===== src/logic/pfu_params.svh =====
`ifndef PFU_PARAMS_SVH
`define PFU_PARAMS_SVH
// register byte offsets
`define PFU_CTRL_OFS      12'h000
`define PFU_STAT_OFS      12'h004
// control field positions
`define PFU_FMT_LSB       0
`define PFU_FMT_MSB       2
`define PFU_GAMMA_BIT     3
`define PFU_BLUE_BIT      4
`define PFU_OVM_LSB       5
`define PFU_OVM_MSB       6
`define PFU_CTRL_RST      7'h00
// blue field, as Y, Cb, Cr
`define PFU_BLUE_Y        8'h23
`define PFU_BLUE_CB       8'hD4
`define PFU_BLUE_CR       8'h72
// timing reference preamble
`define PFU_TRS_FIRST     8'hFF
`define PFU_TRS_SKIP      2'h3
`endif


===== src/logic/pfu_pkg.sv =====
package pfu_pkg;
  typedef enum logic [2:0] {
    PFU_YC16, PFU_YC8, PFU_EMB8, PFU_RGB16, PFU_RGB24
  } pfu_fmt_t;
  typedef enum logic [1:0] {
    PFU_OV_OFF, PFU_OV_EXT, PFU_OV_INT, PFU_OV_HARD
  } pfu_ovm_t;
endpackage : pfu_pkg


===== src/logic/pfu_unpacker.sv =====
// Decided for this implementation: the register addresses and the APB interface to the registers.
`timescale 1ns/1ps
`include "pfu_params.svh"
// Summary of operation
// RQ1: bus bit meaning follows software-selected format
// RQ2: every format becomes 4:4:4 luma/chroma samples
// RQ3: single clock at twice pixel rate
// RQ4: 4:2:2 samples 0-255, passed unclipped
// RQ5: chroma lane alternates Cb then Cr
// RQ6: 16-bit: luma bits 8-15, chroma 0-7
// RQ7: 8-bit: interleaved on bits 8-15 only
// RQ8: embedded sync: skip codes, overlay from 16-20
// RQ9: 24-bit RGB: blue low, green mid, red high
// RQ10: 565 RGB left-shifted to 8-bit scale
// RQ11: optional gamma on linear RGB input
// RQ12: 5-bit overlay: color select, mix level
// RQ13: blue screen ignores bus, overlay still applies; in embedded sync an FF on bits 8-15 still restarts seq, pausing pixels
// RQ14: overlay select zero passes pixel unchanged
// RQ15: no overlay in 24-bit RGB format
// RQ16: 8-bit order Cb,Y,Cr,Y; chroma shared by two
module pfu_unpacker (
  // clock and reset
  input  wire logic        clock,
  input  wire logic        resetn,
  // apb slave
  input  wire logic        psel,
  input  wire logic        penable,
  input  wire logic        pwrite,
  input  wire logic [11:0] paddr,
  input  wire logic [31:0] pwdata,
  output logic      [31:0] prdata,
  output logic             pready,
  output logic             pslverr,
  // video source pins
  input  wire logic [23:0] pixel_input_bus,
  input  wire logic [2:0]  overlay_color_select,
  input  wire logic        overlay_mix_level_lsb,
  input  wire logic        overlay_mix_level_msb,
  // 4:4:4 output
  output logic      [7:0]  y_out,
  output logic      [7:0]  cb_out,
  output logic      [7:0]  cr_out,
  output logic             pixel_valid
);

  function automatic logic [7:0] gamma(input logic [7:0] x);
    // three-segment concave curve; cheap stand-in for a true power law
    if (x < 8'h10) gamma = {x[5:0], 2'h0};
    else if (x < 8'h40) gamma = 8'h40 + {x[6:0] - 7'h10, 1'h0};
    else gamma = 8'hA0 + {1'h0, x[7:1]} - 8'h20;
  endfunction : gamma

  function automatic logic [23:0] csc(input logic [7:0] r, input logic [7:0] g,
                                      input logic [7:0] b);
    logic signed [17:0] sy;
    logic signed [17:0] sb;
    logic signed [17:0] sr;
    sy = 18'sd66 * $signed({10'h0, r}) + 18'sd129 * $signed({10'h0, g})
       + 18'sd25 * $signed({10'h0, b}) + 18'sd4224;
    sb = 18'sd112 * $signed({10'h0, b}) - 18'sd38 * $signed({10'h0, r})
       - 18'sd74 * $signed({10'h0, g}) + 18'sd32896;
    sr = 18'sd112 * $signed({10'h0, r}) - 18'sd94 * $signed({10'h0, g})
       - 18'sd18 * $signed({10'h0, b}) + 18'sd32896;
    csc = {sy[15:8], sb[15:8], sr[15:8]};
  endfunction : csc

  function automatic logic [23:0] palette(input logic [2:0] sel);
    unique case (sel)
      3'h1: palette = {8'h23, 8'hD4, 8'h72};
      3'h2: palette = {8'h3F, 8'h66, 8'hF0};
      3'h3: palette = {8'h54, 8'hC2, 8'hCE};
      3'h4: palette = {8'h90, 8'h36, 8'h22};
      3'h5: palette = {8'hA5, 8'h9A, 8'h10};
      3'h6: palette = {8'hA2, 8'h2C, 8'h8E};
      3'h7: palette = {8'hEB, 8'h80, 8'h80};
      default: palette = {8'h00, 8'h80, 8'h80};
    endcase
  endfunction : palette

  function automatic logic [7:0] mix8(input logic [7:0] ov, input logic [7:0] px,
                                      input logic [3:0] k);
    logic [11:0] s;
    s = {4'h0, ov} * {8'h0, k} + {4'h0, px} * {8'h0, 4'h8 - k};
    mix8 = s[10:3];
  endfunction : mix8

  // registers
  logic [6:0]  ctrl;
  logic [15:0] pix_count;
  logic        txn_done;
  logic        hit_ctrl;
  logic        hit_stat;
  assign txn_done = psel & penable & pready;
  assign hit_ctrl = (paddr == `PFU_CTRL_OFS);
  assign hit_stat = (paddr == `PFU_STAT_OFS);

  // one wait state: pready rises in the second access cycle
  always_ff @(posedge clock or negedge resetn) begin
    if (!resetn) begin
      pready  <= 1'b0;
      pslverr <= 1'b0;
      prdata  <= 32'h0;
    end else begin
      pready  <= psel & penable & ~pready;
      pslverr <= psel & penable & ~pready & ~hit_ctrl & ~hit_stat;
      prdata  <= (psel & penable & ~pready & ~pwrite)
                 ? (hit_ctrl ? {25'h0, ctrl} : hit_stat ? {16'h0, pix_count} : 32'h0)
                 : 32'h0;
    end
  end

  logic ctrl_wr;
  assign ctrl_wr = txn_done & pwrite & hit_ctrl;
  always_ff @(posedge clock or negedge resetn) begin
    if (!resetn) ctrl <= `PFU_CTRL_RST;
    else if (ctrl_wr) ctrl <= pwdata[6:0]; // RQ1
  end

  wire pfu_pkg::pfu_fmt_t fmt = (ctrl[`PFU_FMT_MSB:`PFU_FMT_LSB] > 3'h4) ? pfu_pkg::PFU_YC16
                              : pfu_pkg::pfu_fmt_t'(ctrl[`PFU_FMT_MSB:`PFU_FMT_LSB]);
  wire pfu_pkg::pfu_ovm_t ovm = pfu_pkg::pfu_ovm_t'(ctrl[`PFU_OVM_MSB:`PFU_OVM_LSB]);
  wire gamma_en = ctrl[`PFU_GAMMA_BIT];
  wire blue_en  = ctrl[`PFU_BLUE_BIT];

  // pins come from the source's clock, so two flops first
  logic [23:0] pix_s1;
  logic [23:0] pix;
  logic [4:0]  ovl_s1;
  logic [4:0]  ovl_pin;
  always_ff @(posedge clock or negedge resetn) begin
    if (!resetn) begin
      pix_s1  <= 24'h0;
      pix     <= 24'h0;
      ovl_s1  <= 5'h0;
      ovl_pin <= 5'h0;
    end else begin
      pix_s1  <= pixel_input_bus;
      pix     <= pix_s1;
      ovl_s1  <= {overlay_mix_level_msb, overlay_mix_level_lsb, overlay_color_select};
      ovl_pin <= ovl_s1;
    end
  end

  // slot counters; a control write restarts the sequence
  logic [1:0] seq;
  logic [1:0] skip;
  logic       chroma_cr;
  wire        byte_fmt = (fmt == pfu_pkg::PFU_YC8) || (fmt == pfu_pkg::PFU_EMB8);
  wire [7:0]  lane = pix[15:8];
  wire        trs_start = (fmt == pfu_pkg::PFU_EMB8) && (lane == `PFU_TRS_FIRST)
                          && (skip == 2'h0);
  wire        byte_ok = byte_fmt && !blue_en && (skip == 2'h0) && !trs_start;
  wire        wide_slot = !byte_fmt && seq[0]; // RQ3

  always_ff @(posedge clock or negedge resetn) begin
    if (!resetn) begin
      seq  <= 2'h0;
      skip <= 2'h0;
    end else if (ctrl_wr) begin
      seq  <= 2'h0;
      skip <= 2'h0;
    end else if (trs_start) begin
      seq  <= 2'h0;
      skip <= `PFU_TRS_SKIP; // RQ8
    end else begin
      skip <= (skip != 2'h0) ? skip - 2'h1 : 2'h0;
      seq  <= (skip != 2'h0) ? 2'h0 : seq + 2'h1;
    end
  end

  // rgb lanes
  wire [7:0] r_raw = (fmt == pfu_pkg::PFU_RGB24) ? pix[23:16] : {pix[15:11], 3'h0}; // RQ9 RQ10
  wire [7:0] g_raw = (fmt == pfu_pkg::PFU_RGB24) ? pix[15:8] : {pix[10:5], 2'h0};
  wire [7:0] b_raw = (fmt == pfu_pkg::PFU_RGB24) ? pix[7:0] : {pix[4:0], 3'h0};
  wire [23:0] rgb_ycc = gamma_en ? csc(gamma(r_raw), gamma(g_raw), gamma(b_raw)) // RQ11
                                 : csc(r_raw, g_raw, b_raw);
  wire [4:0] ovl_src = (fmt == pfu_pkg::PFU_EMB8) ? pix[20:16] : ovl_pin; // RQ8

  // 4:2:2 holding registers
  logic [7:0] hold_cb;
  logic [7:0] hold_cr;
  logic [7:0] hold_y;
  logic       y_pend;
  logic [7:0] s1_y;
  logic [7:0] s1_cb;
  logic [7:0] s1_cr;
  logic [4:0] s1_ovl;
  logic       s1_vld;
  logic [7:0] next_s1_y;
  logic [7:0] next_s1_cb;
  logic [7:0] next_s1_cr;
  logic       next_s1_vld;

  // chroma is repeated across the luma pair, no interpolation
  always_comb begin
    next_s1_y   = s1_y;
    next_s1_cb  = s1_cb;
    next_s1_cr  = s1_cr;
    next_s1_vld = 1'b0;
    if (blue_en) begin
      next_s1_vld = seq[0]; // RQ13
      next_s1_y   = `PFU_BLUE_Y;
      next_s1_cb  = `PFU_BLUE_CB;
      next_s1_cr  = `PFU_BLUE_CR;
    end else if (byte_ok && (seq == 2'h2)) begin
      next_s1_vld = 1'b1; // RQ16 RQ7
      next_s1_y   = hold_y;
      next_s1_cb  = hold_cb;
      next_s1_cr  = lane;
    end else if (byte_ok && (seq == 2'h0)) begin
      // second luma waits for the next Cb slot, so pixels stay two clocks apart
      next_s1_vld = y_pend; // RQ16
      next_s1_y   = hold_y;
      next_s1_cb  = hold_cb;
      next_s1_cr  = hold_cr;
    end else if (wide_slot && (fmt == pfu_pkg::PFU_YC16)) begin
      next_s1_vld = chroma_cr | y_pend; // RQ6
      next_s1_y   = chroma_cr ? hold_y : hold_y;
      next_s1_cb  = hold_cb;
      next_s1_cr  = chroma_cr ? pix[7:0] : hold_cr;
    end else if (wide_slot) begin
      next_s1_vld = 1'b1; // RQ2
      {next_s1_y, next_s1_cb, next_s1_cr} = rgb_ycc;
    end
  end

  always_ff @(posedge clock or negedge resetn) begin
    if (!resetn) begin
      hold_cb   <= 8'h80;
      hold_cr   <= 8'h80;
      hold_y    <= 8'h0;
      y_pend    <= 1'b0;
      chroma_cr <= 1'b0;
    end else if (ctrl_wr) begin
      y_pend    <= 1'b0;
      chroma_cr <= 1'b0;
    end else if (byte_ok) begin
      if (seq == 2'h0) hold_cb <= lane; // RQ5
      if (seq[0]) hold_y <= lane;
      if (seq == 2'h2) hold_cr <= lane;
      y_pend <= (seq == 2'h3);
    end else if (wide_slot && (fmt == pfu_pkg::PFU_YC16)) begin
      chroma_cr <= ~chroma_cr; // RQ5
      hold_y    <= pix[15:8]; // RQ4
      y_pend    <= 1'b1;
      if (chroma_cr) hold_cr <= pix[7:0];
      else hold_cb <= pix[7:0];
    end
  end

  always_ff @(posedge clock or negedge resetn) begin
    if (!resetn) begin
      s1_y   <= 8'h0;
      s1_cb  <= 8'h80;
      s1_cr  <= 8'h80;
      s1_vld <= 1'b0;
      s1_ovl <= 5'h0;
    end else begin
      s1_y   <= next_s1_y;
      s1_cb  <= next_s1_cb;
      s1_cr  <= next_s1_cr;
      s1_vld <= next_s1_vld;
      s1_ovl <= blue_en ? ovl_pin : ovl_src; // RQ12
    end
  end

  // overlay weight in eighths
  wire       ov_off = (ovm == pfu_pkg::PFU_OV_OFF) || (s1_ovl[2:0] == 3'h0) // RQ14
                      || (fmt == pfu_pkg::PFU_RGB24); // RQ15
  wire [3:0] ext_k = s1_ovl[4] ? (s1_ovl[3] ? 4'h8 : 4'h7) : (s1_ovl[3] ? 4'h1 : 4'h0);
  wire [3:0] ov_k = ov_off ? 4'h0 : (ovm == pfu_pkg::PFU_OV_EXT) ? ext_k : 4'h8; // RQ12
  wire [23:0] ov_ycc = palette(s1_ovl[2:0]);

  always_ff @(posedge clock or negedge resetn) begin
    if (!resetn) begin
      y_out       <= 8'h0;
      cb_out      <= 8'h80;
      cr_out      <= 8'h80;
      pixel_valid <= 1'b0;
      pix_count   <= 16'h0;
    end else begin
      pixel_valid <= s1_vld;
      if (s1_vld) begin
        y_out     <= mix8(ov_ycc[23:16], s1_y, ov_k);
        cb_out    <= mix8(ov_ycc[15:8], s1_cb, ov_k);
        cr_out    <= mix8(ov_ycc[7:0], s1_cr, ov_k);
        pix_count <= pix_count + 16'h1;
      end
    end
  end

  property p_ready_pulse;
    @(posedge clock) disable iff (!resetn) pready |=> !pready;
  endproperty
  a_ready_pulse: assert property (p_ready_pulse) else $error("pready held two cycles");

  property p_ctrl_write;
    @(posedge clock) disable iff (!resetn) ctrl_wr |=> ctrl == $past(pwdata[6:0]);
  endproperty
  a_ctrl_write: assert property (p_ctrl_write) else $error("control write lost"); // RQ1

  property p_rate;
    @(posedge clock) disable iff (!resetn) pixel_valid |=> !pixel_valid;
  endproperty
  a_rate: assert property (p_rate) else $error("pixel faster than half clock"); // RQ3

  property p_zero_pass;
    @(posedge clock) disable iff (!resetn)
      s1_vld && s1_ovl[2:0] == 3'h0 |=> y_out == $past(s1_y) && cr_out == $past(s1_cr);
  endproperty
  a_zero_pass: assert property (p_zero_pass) else $error("select zero altered pixel"); // RQ14

  property p_rgb24_plain;
    @(posedge clock) disable iff (!resetn)
      s1_vld && fmt == pfu_pkg::PFU_RGB24 && !ctrl_wr |=> cb_out == $past(s1_cb);
  endproperty
  a_rgb24_plain: assert property (p_rgb24_plain) else $error("overlay in 24-bit rgb"); // RQ15

  property p_blue;
    @(posedge clock) disable iff (!resetn)
      blue_en && seq[0] && !ctrl_wr ##1 s1_ovl[2:0] == 3'h0 |=> cb_out == `PFU_BLUE_CB;
  endproperty
  a_blue: assert property (p_blue) else $error("blue field wrong"); // RQ13

  property p_byte_cr;
    @(posedge clock) disable iff (!resetn)
      byte_ok && seq == 2'h2 |=> s1_vld && s1_cr == $past(lane) ##1 s1_cr == $past(s1_cr);
  endproperty
  a_byte_cr: assert property (p_byte_cr) else $error("8-bit chroma pairing wrong"); // RQ16

  property p_trs_skip;
    @(posedge clock) disable iff (!resetn)
      trs_start && !ctrl_wr |=> skip == 2'h3 ##1 skip == 2'h2 ##1 skip == 2'h1;
  endproperty
  a_trs_skip: assert property (p_trs_skip) else $error("timing code not skipped"); // RQ8

  // pending luma of a pair must leave on the following Cb slot
  property p_byte_y1;
    @(posedge clock) disable iff (!resetn)
      byte_ok && seq == 2'h3 && !ctrl_wr ##1 byte_ok && seq == 2'h0
        |=> s1_vld && s1_y == $past(hold_y);
  endproperty
  a_byte_y1: assert property (p_byte_y1) else $error("second luma lost"); // RQ16

  // full weight on color one must give the blue palette entry
  property p_ext_full;
    @(posedge clock) disable iff (!resetn)
      s1_vld && ovm == pfu_pkg::PFU_OV_EXT && fmt != pfu_pkg::PFU_RGB24 && s1_ovl == 5'h19
        |=> y_out == `PFU_BLUE_Y && cr_out == `PFU_BLUE_CR;
  endproperty
  a_ext_full: assert property (p_ext_full) else $error("full overlay weight wrong"); // RQ12

  c_byte_y1: cover property (@(posedge clock) byte_ok && seq == 2'h0 && y_pend);
  c_rgb16: cover property (@(posedge clock) fmt == pfu_pkg::PFU_RGB16 && pixel_valid);
  c_emb: cover property (@(posedge clock) trs_start);
  c_ext_mix: cover property (@(posedge clock) s1_vld && ov_k == 4'h7);
endmodule : pfu_unpacker


===== config.mk =====
export PLATFORM = sky130hd
export DESIGN_NAME = pfu_unpacker
export DESIGN_NICKNAME = d
export VERILOG_FILES = /design/src/logic/pfu_pkg.sv /design/src/logic/pfu_unpacker.sv
export VERILOG_INCLUDE_DIRS = /design/src /design/src/logic
export SDC_FILE = /design/constraint.sdc
export NUM_CORES = 2
export LEC_CHECK = 0
export BUFFER_PORTS_ARGS = -buffer_cell sky130_fd_sc_hd__buf_4
export CORE_MARGIN = 3
export CORE_UTILIZATION = 42
export DETAILED_ROUTE_END_ITERATION = 7
export MAX_ROUTING_LAYER = met4
export PLACE_DENSITY_LB_ADDON = 0.1
export SLEW_MARGIN = 25
export SYNTH_ARGS = -nofsm -noshare
export SYNTH_HDL_FRONTEND = slang
export SYNTH_SLANG_ARGS = --single-unit

===== constraint.sdc =====
create_clock -name clock -period 10 [get_ports clock]
set_input_delay 3 -clock clock [delete_from_list [all_inputs] [get_ports clock]]
set_output_delay 3 -clock clock [all_outputs]
set_load 0.005 [all_outputs]

# == Word-level counts from Yosys, hierarchy flattened ==
# Cells that the tools add are included.
# classes
add_sub_neg,37
n_eq_ne,20
n_lt_le_gt_ge,7
n_mul,24
n_reduce_logical,30
bitwise,15
muxes,65
# op_table
cell,n
$mux 8,35
$pmux 24 s7,1
$mul 6x8->14 const A,6
$mul 8x4->11,6
$add 16x16->16 const B,4
$mul 5x8->13 const A,4
$mux 16,3
$mul 3x8->11 const A,4
$add 11x11->11,3
$add 15x16->16,2
$add 16x13->16,2
$add 16x14->16 const B,2
$mul 8x8->16 const A,2
$sub 15x14->16,2
$sub 15x15->16,2
$sub 16x14->16,2
$sub 16x16->16,2
$add 7x8->8 const A,3
$add 8x7->8 const A,3
$lt 8x5->1 const B,3
$lt 8x7->1 const B,3
$mul 4x8->12 const A,2
$mux 24,1
$sub 8x6->8 const B,3
other kinds (35),98
# totals
inputBits,78
wordCells,223
out_inout_bits,59
reg_bits,184

# == Longest topological paths before layout ==
# depth
depth_word,18
mapped_depth,36

# == Least setup slack after synthesis ==
# No wires, ideal clock.
# synth_path
path_kind,register to register
startpoint,reg ctrl[2]
endpoint,reg s1_cr[7]
setup_ps,83
n_path_buf,5
t_arrival_ps,8051
setup_slack_ps,1866
stages_incl_launch_ff,35
path_cell_list,dfrtp_1 -> buf_6 -> nor3b_1 -> buf_4 -> buf_4 -> buf_2 -> mux2i_1 -> ha_1 -> clkbuf_1 -> nor2_1 -> nor2_1 -> a21oi_1 -> o21ai_1 -> fa_1 -> inv_1 -> fa_1 -> fa_1 -> inv_1 -> ha_1 -> o21ai_0 -> a21boi_0 -> o21ai_0 -> a21oi_1 -> nor2_1 -> fa_1 -> inv_1 -> ha_1 -> ha_1 -> a21o_1 -> a21oi_1 -> a21boi_0 -> o41ai_1 -> xnor2_1 -> a211oi_1 -> a221o_1
# synth_via
elab_chain_len,18
elab_cells_between_ends,64
# synth_lines
item,line,rtl
start: declaration,pfu_unpacker.sv:88,logic [6:0] ctrl;
start signal: assignment,pfu_unpacker.sv:115,if (!resetn) ctrl <= `PFU_CTRL_RST;
start signal: assignment,pfu_unpacker.sv:116,else if (ctrl_wr) ctrl <= pwdata[6:0];
$gt 3x3->1,pfu_unpacker.sv:119,wire pfu_pkg::pfu_fmt_t fmt = (ctrl[`PFU_FMT_MSB:`PFU_FMT_LSB] > 3'h4) ? pfu_pkg::PFU_YC16
$mux 3 *,pfu_unpacker.sv:119,
$eq 3x3->1,"pfu_unpacker.sv:172, pfu_unpacker.sv:173, pfu_unpacker.sv:174",
"$mux 8, on equally long branches","pfu_unpacker.sv:173, pfu_unpacker.sv:172",
$add 8x7->8 / $sub 7x5->7 (equally long branches),"pfu_unpacker.sv:50, pfu_unpacker.sv:49",
$sub 8x6->8 / $add 7x8->8 (equally long branches),"pfu_unpacker.sv:50, pfu_unpacker.sv:49",
$mux 8,pfu_unpacker.sv:49,"else if (x < 8'h40) gamma = 8'h40 + {x[6:0] - 7'h10, 1'h0};"
$mux 8,pfu_unpacker.sv:48,"if (x < 8'h10) gamma = {x[5:0], 2'h0};"
[2 not listed],--,
$sub 16x14->16,pfu_unpacker.sv:63,"- 18'sd18 * $signed({10'h0, b}) + 18'sd32896;"
$add 16x16->16,pfu_unpacker.sv:63,
$mux 24,pfu_unpacker.sv:175,"wire [23:0] rgb_ycc = gamma_en ? csc(gamma(r_raw), gamma(g_raw), gamma(b_raw))"
$mux 8,pfu_unpacker.sv:221,end else if (wide_slot) begin
$mux 8,pfu_unpacker.sv:216,end else if (wide_slot && (fmt == pfu_pkg::PFU_YC16)) begin
$mux 8,pfu_unpacker.sv:210,end else if (byte_ok && (seq == 2'h0)) begin
$mux 8,pfu_unpacker.sv:205,end else if (byte_ok && (seq == 2'h2)) begin
$mux 8,pfu_unpacker.sv:200,if (blue_en) begin
end signal: assignment,pfu_unpacker.sv:261,s1_cr <= next_s1_cr;
end: declaration,pfu_unpacker.sv:186,logic [7:0] s1_cr;
# Every way passes the cells marked *; elsewhere a longest branch is shown, timed or not. The select of a mux whose other input is x is not followed.
# A chain may end at the register's enable or synchronous reset.

# == Final worst setup path ==
# Same ends and word-level chain as after synthesis.

==> flow_summary.yaml <==
layout:
  layout_commonest_cell: "inv_1"
  final_cell_mix: "inv_1, ha_1, fa_1"
  antenna_cells_inserted: 0
  design.final.nets: 3879
  post_route_cells_drive_above_1_share_pct: 8.76
  flow.area_growth_from_synthesis_pct: 8.86
  layout.core_utilization_pct: 46.4
die:
  initial_core_util_pct: 42.6
  dieArea_sq_mm: 0.0688
  core.rowCount: 93
  floorplan.die.height_microns: 262
  floorplan.die.width_microns: 262
  core_area_sq_mm: 0.0647
  boundaryPins: 137
worst_setup_path:
  worst_setup_path_startpoint: "ctrl[2]"
  path_class: "flop to flop"
  worstPathArrival_ns: 9.47
  cp-start-kind: "flop"
  cpPeakStageDelay_ns: 0.74
  critPathRequiredTime_ns: 10.37
  slowest_stage_cell_on_the_critical_path: "mux2i_1"
  worstReg2RegStart: "ctrl[2]"
  nature_of_the_critical_path_endpoint: "flop"
  critical_path.max_fanout: 11
synthesis:
  adder_cell_fraction_of_synth_area_pct: 44.1
  syn-mean-instance-area_sq_um: 9.47
  async_flop_share_pct: 100
  muxShareOfSynthArea_pct: 2.76
  flip_flop_and_latch_count_after_synthesis: 184
  commonest_register_cell_after_synthesis: "dfrtp_1"
  yosys_warnings: 0
  syn-cell-area_sq_mm: 0.0276
  yosys.area_share.xor_xnor_pct: 6.23
  post_synth_num_cell_types: 95
  ys_seq_area_share_pct: 16.7
  main_combinational_cell_family_by_area_after_synthesis: "adder cells"
  number_of_synthesized_flops_with_an_enable_pin: 0
  compound_cell_area_share_of_the_yosys_netlist_pct: 11.1
  post_synth_and_or_nand_nor_area_fraction_pct: 10.1
  synthesis.instances: 2910
route:
  detailroute.via_count: 20300
  drt_drc_violations_left: 0
  drt_wl_total_microns: 74400
  detail_route.first_pass.iterations: 8
  drt-initial-drc-count: 980
  detail_route.wl_per_cell_microns: 19.2
  antenna_violating_nets_post_route: 0
  post_drt_via_cell_ratio: 5.24
power:
  max-vdd-ir-drop_mv: 0.284
  share_of_power_burned_in_the_clock_network_pct: 11.2
  power.share.switching_pct: 52.2
  p_seq_share_pct: 12.6
  pwr-share-comb_pct: 76.2
  total_leakage_power_nw: 15.4
  power_density_normalized_to_cell_area_mw_per_mm2: 213
  power.switching_mw: 3.35
  cellInternalPower_mw: 3.06
placed_design:
  buffer_ports.inserted: 95
  place_congestion: 0.914
  place_hpwl_microns: 61800
global_route:
  largest_net_degree_at_the_start_of_global_routing: 76
  global_route.usage.total_pct: 22.6
  grt_antenna_before_repair: 0
  grt_overflow: 0
  grt_pass1_vias: 21100
  grt_pass1_wl_microns: 120000
timing:
  timing.final.max_slew_violations: 0
  post-route-min-period_ns: 9.10
  rsz_0062_raised_after_global_routing: "false"
  crit_share_post_route_pct: 91.0
  hold_slack_ns: 0.346
  tns_ns: 0
  max_freq_mhz: 110
  max-slew-margin-rel_pct: 29.3
  final.setup_skew_ns: 0.0207
  timing.final.setup_violations: 0
  tightestPinTransition_ns: 1.03
  report.final.hold_viol_count: 0
clock_network:
  h-tree-depth: 4
  cts_setup_buffers: 0
  post_cts.resized_instances: 0
  numCtsBuffers: 17
  clkLatencyLatePin_ns: 0.45
  cts_root_buf: "clkbuf_16"
  clock_sinks: 184
  cts.path.max_buffers: 2
  cts_tree: "yes"
  cts.reportedPaths.clkPinSlew_ns: 0.08
  hold_buffers: 0
worst_hold_path:
  hold_path_class: "flop to flop"
  min-delay-start: "pix_s1[19]"
run_status:
  status: "finished clean"
flow_run:
  max_capacitance_violation_count: 0
worst max-delay path, delay by kind of cell (launching register included):
family                     cells  cell delay (ns)
and+or+nand+nor                5             0.65
xor gates and xnor gates       1             0.24
muxes                          1             0.74
buffers and inverters          3             0.36
DFF                            1             0.47
AOI/OAI and AO/OA             12             2.96
adders and majority gates      8             3.59
per-layer routing:
layer  GRT usage, %  part of all wire [%]  vias to the layer above
met2           38.3                    50                      393
met3           1.37                   3.0                       56
li1               -                     -                     9740
met1           30.4                    46                    10100
met5              -                     0                        -
met4           3.82                   1.3                        0
flip-flops by register name, indices dropped and copies added, names as in the netlist, 16 cells and up:
name	count
pix	24
pix_count	16
pix_s1	24
prdata	16
stage by stage:
| step | cells | cell area [sq um] | total power [mW] | setup WS [ns] |
|---|---|---|---|---|
| after detailed placement | 3838 | 29400 | 5.70 | 0.910 |
| after global routing | 3870 | 30000 | 7.05 | 0.0458 |
| after global placement | 3838 | 29400 | 5.63 | 0.994 |
| after floorplan | 2926 | 27600 | 4.17 | 1.87 |
| final | 3870 | 30000 | 6.41 | 0.903 |
| after CTS | 3870 | 30000 | 6.47 | 0.872 |
cell families after synthesis:
| logic type | Yosys count |
|---|---|
| DFF | 184 |
| muxes | 69 |
| xor gates and xnor gates | 196 |
| AOI/OAI and AO/OA | 471 |
| adders and majority gates | 801 |
| buffers and inverters | 631 |
| other | 1 |
| and+or+nand+nor | 557 |
power groups by stage:
| stage | Clock (mW) | Combinational (mW) | Sequential (mW) |
|---|---|---|---|
| CTS | 0.739 | 4.93 | 0.804 |
| finish | 0.721 | 4.88 | 0.805 |
| detailed placement | 0 | 4.88 | 0.819 |
| global route | 0.768 | 5.48 | 0.807 |
| floorplan | 0 | 3.37 | 0.802 |
| global placement | 0 | 4.81 | 0.818 |
area by class of cell:
| cell class | instances | area, sq um |
|---|---|---|
| repair buffers | 134 | 1010 |
| inverters | 554 | 2080 |
| clock inverters | 15 | 218 |
| flip-flops and latches | 184 | 4610 |
| multi-input cells | 2111 | 20600 |
| well taps | 855 | 1070 |
| fillers | 6248 | 34700 |
| clock buffers | 17 | 425 |
cell usage after synthesis, types with 43 or more instances:
cell type,number,area [sq um]
fa_1,284,5690
inv_1,548,2060
a21oi_1,145,726
dfrtp_1,178,4450
nor2_1,152,571
ha_1,515,6440
nand2_1,132,495
xnor2_1,151,1320
mux2_2,43,484
a21o_1,49,368
xor2_1,45,394
o21ai_0,71,355
and2_1,59,369
worst paths after layout:
| kind | end | slack (ns) | cells past startpoint |
|---|---|---|---|
| min in group asynchronous | cr_out[0] | 2.55 | 1 |
| worst max-delay path | s1_cr[7] | 0.90 | 30 |
| worst min register to register | pix[19] | 0.35 | 0 |
| max in group asynchronous | ovl_s1[3] | 6.26 | 2 |
| worst min-delay path | pix[19] | 0.35 | 0 |
| worst max register to register | s1_cr[7] | 0.90 | 30 |
No activity file was read; power rests on OpenSTA's default activity.
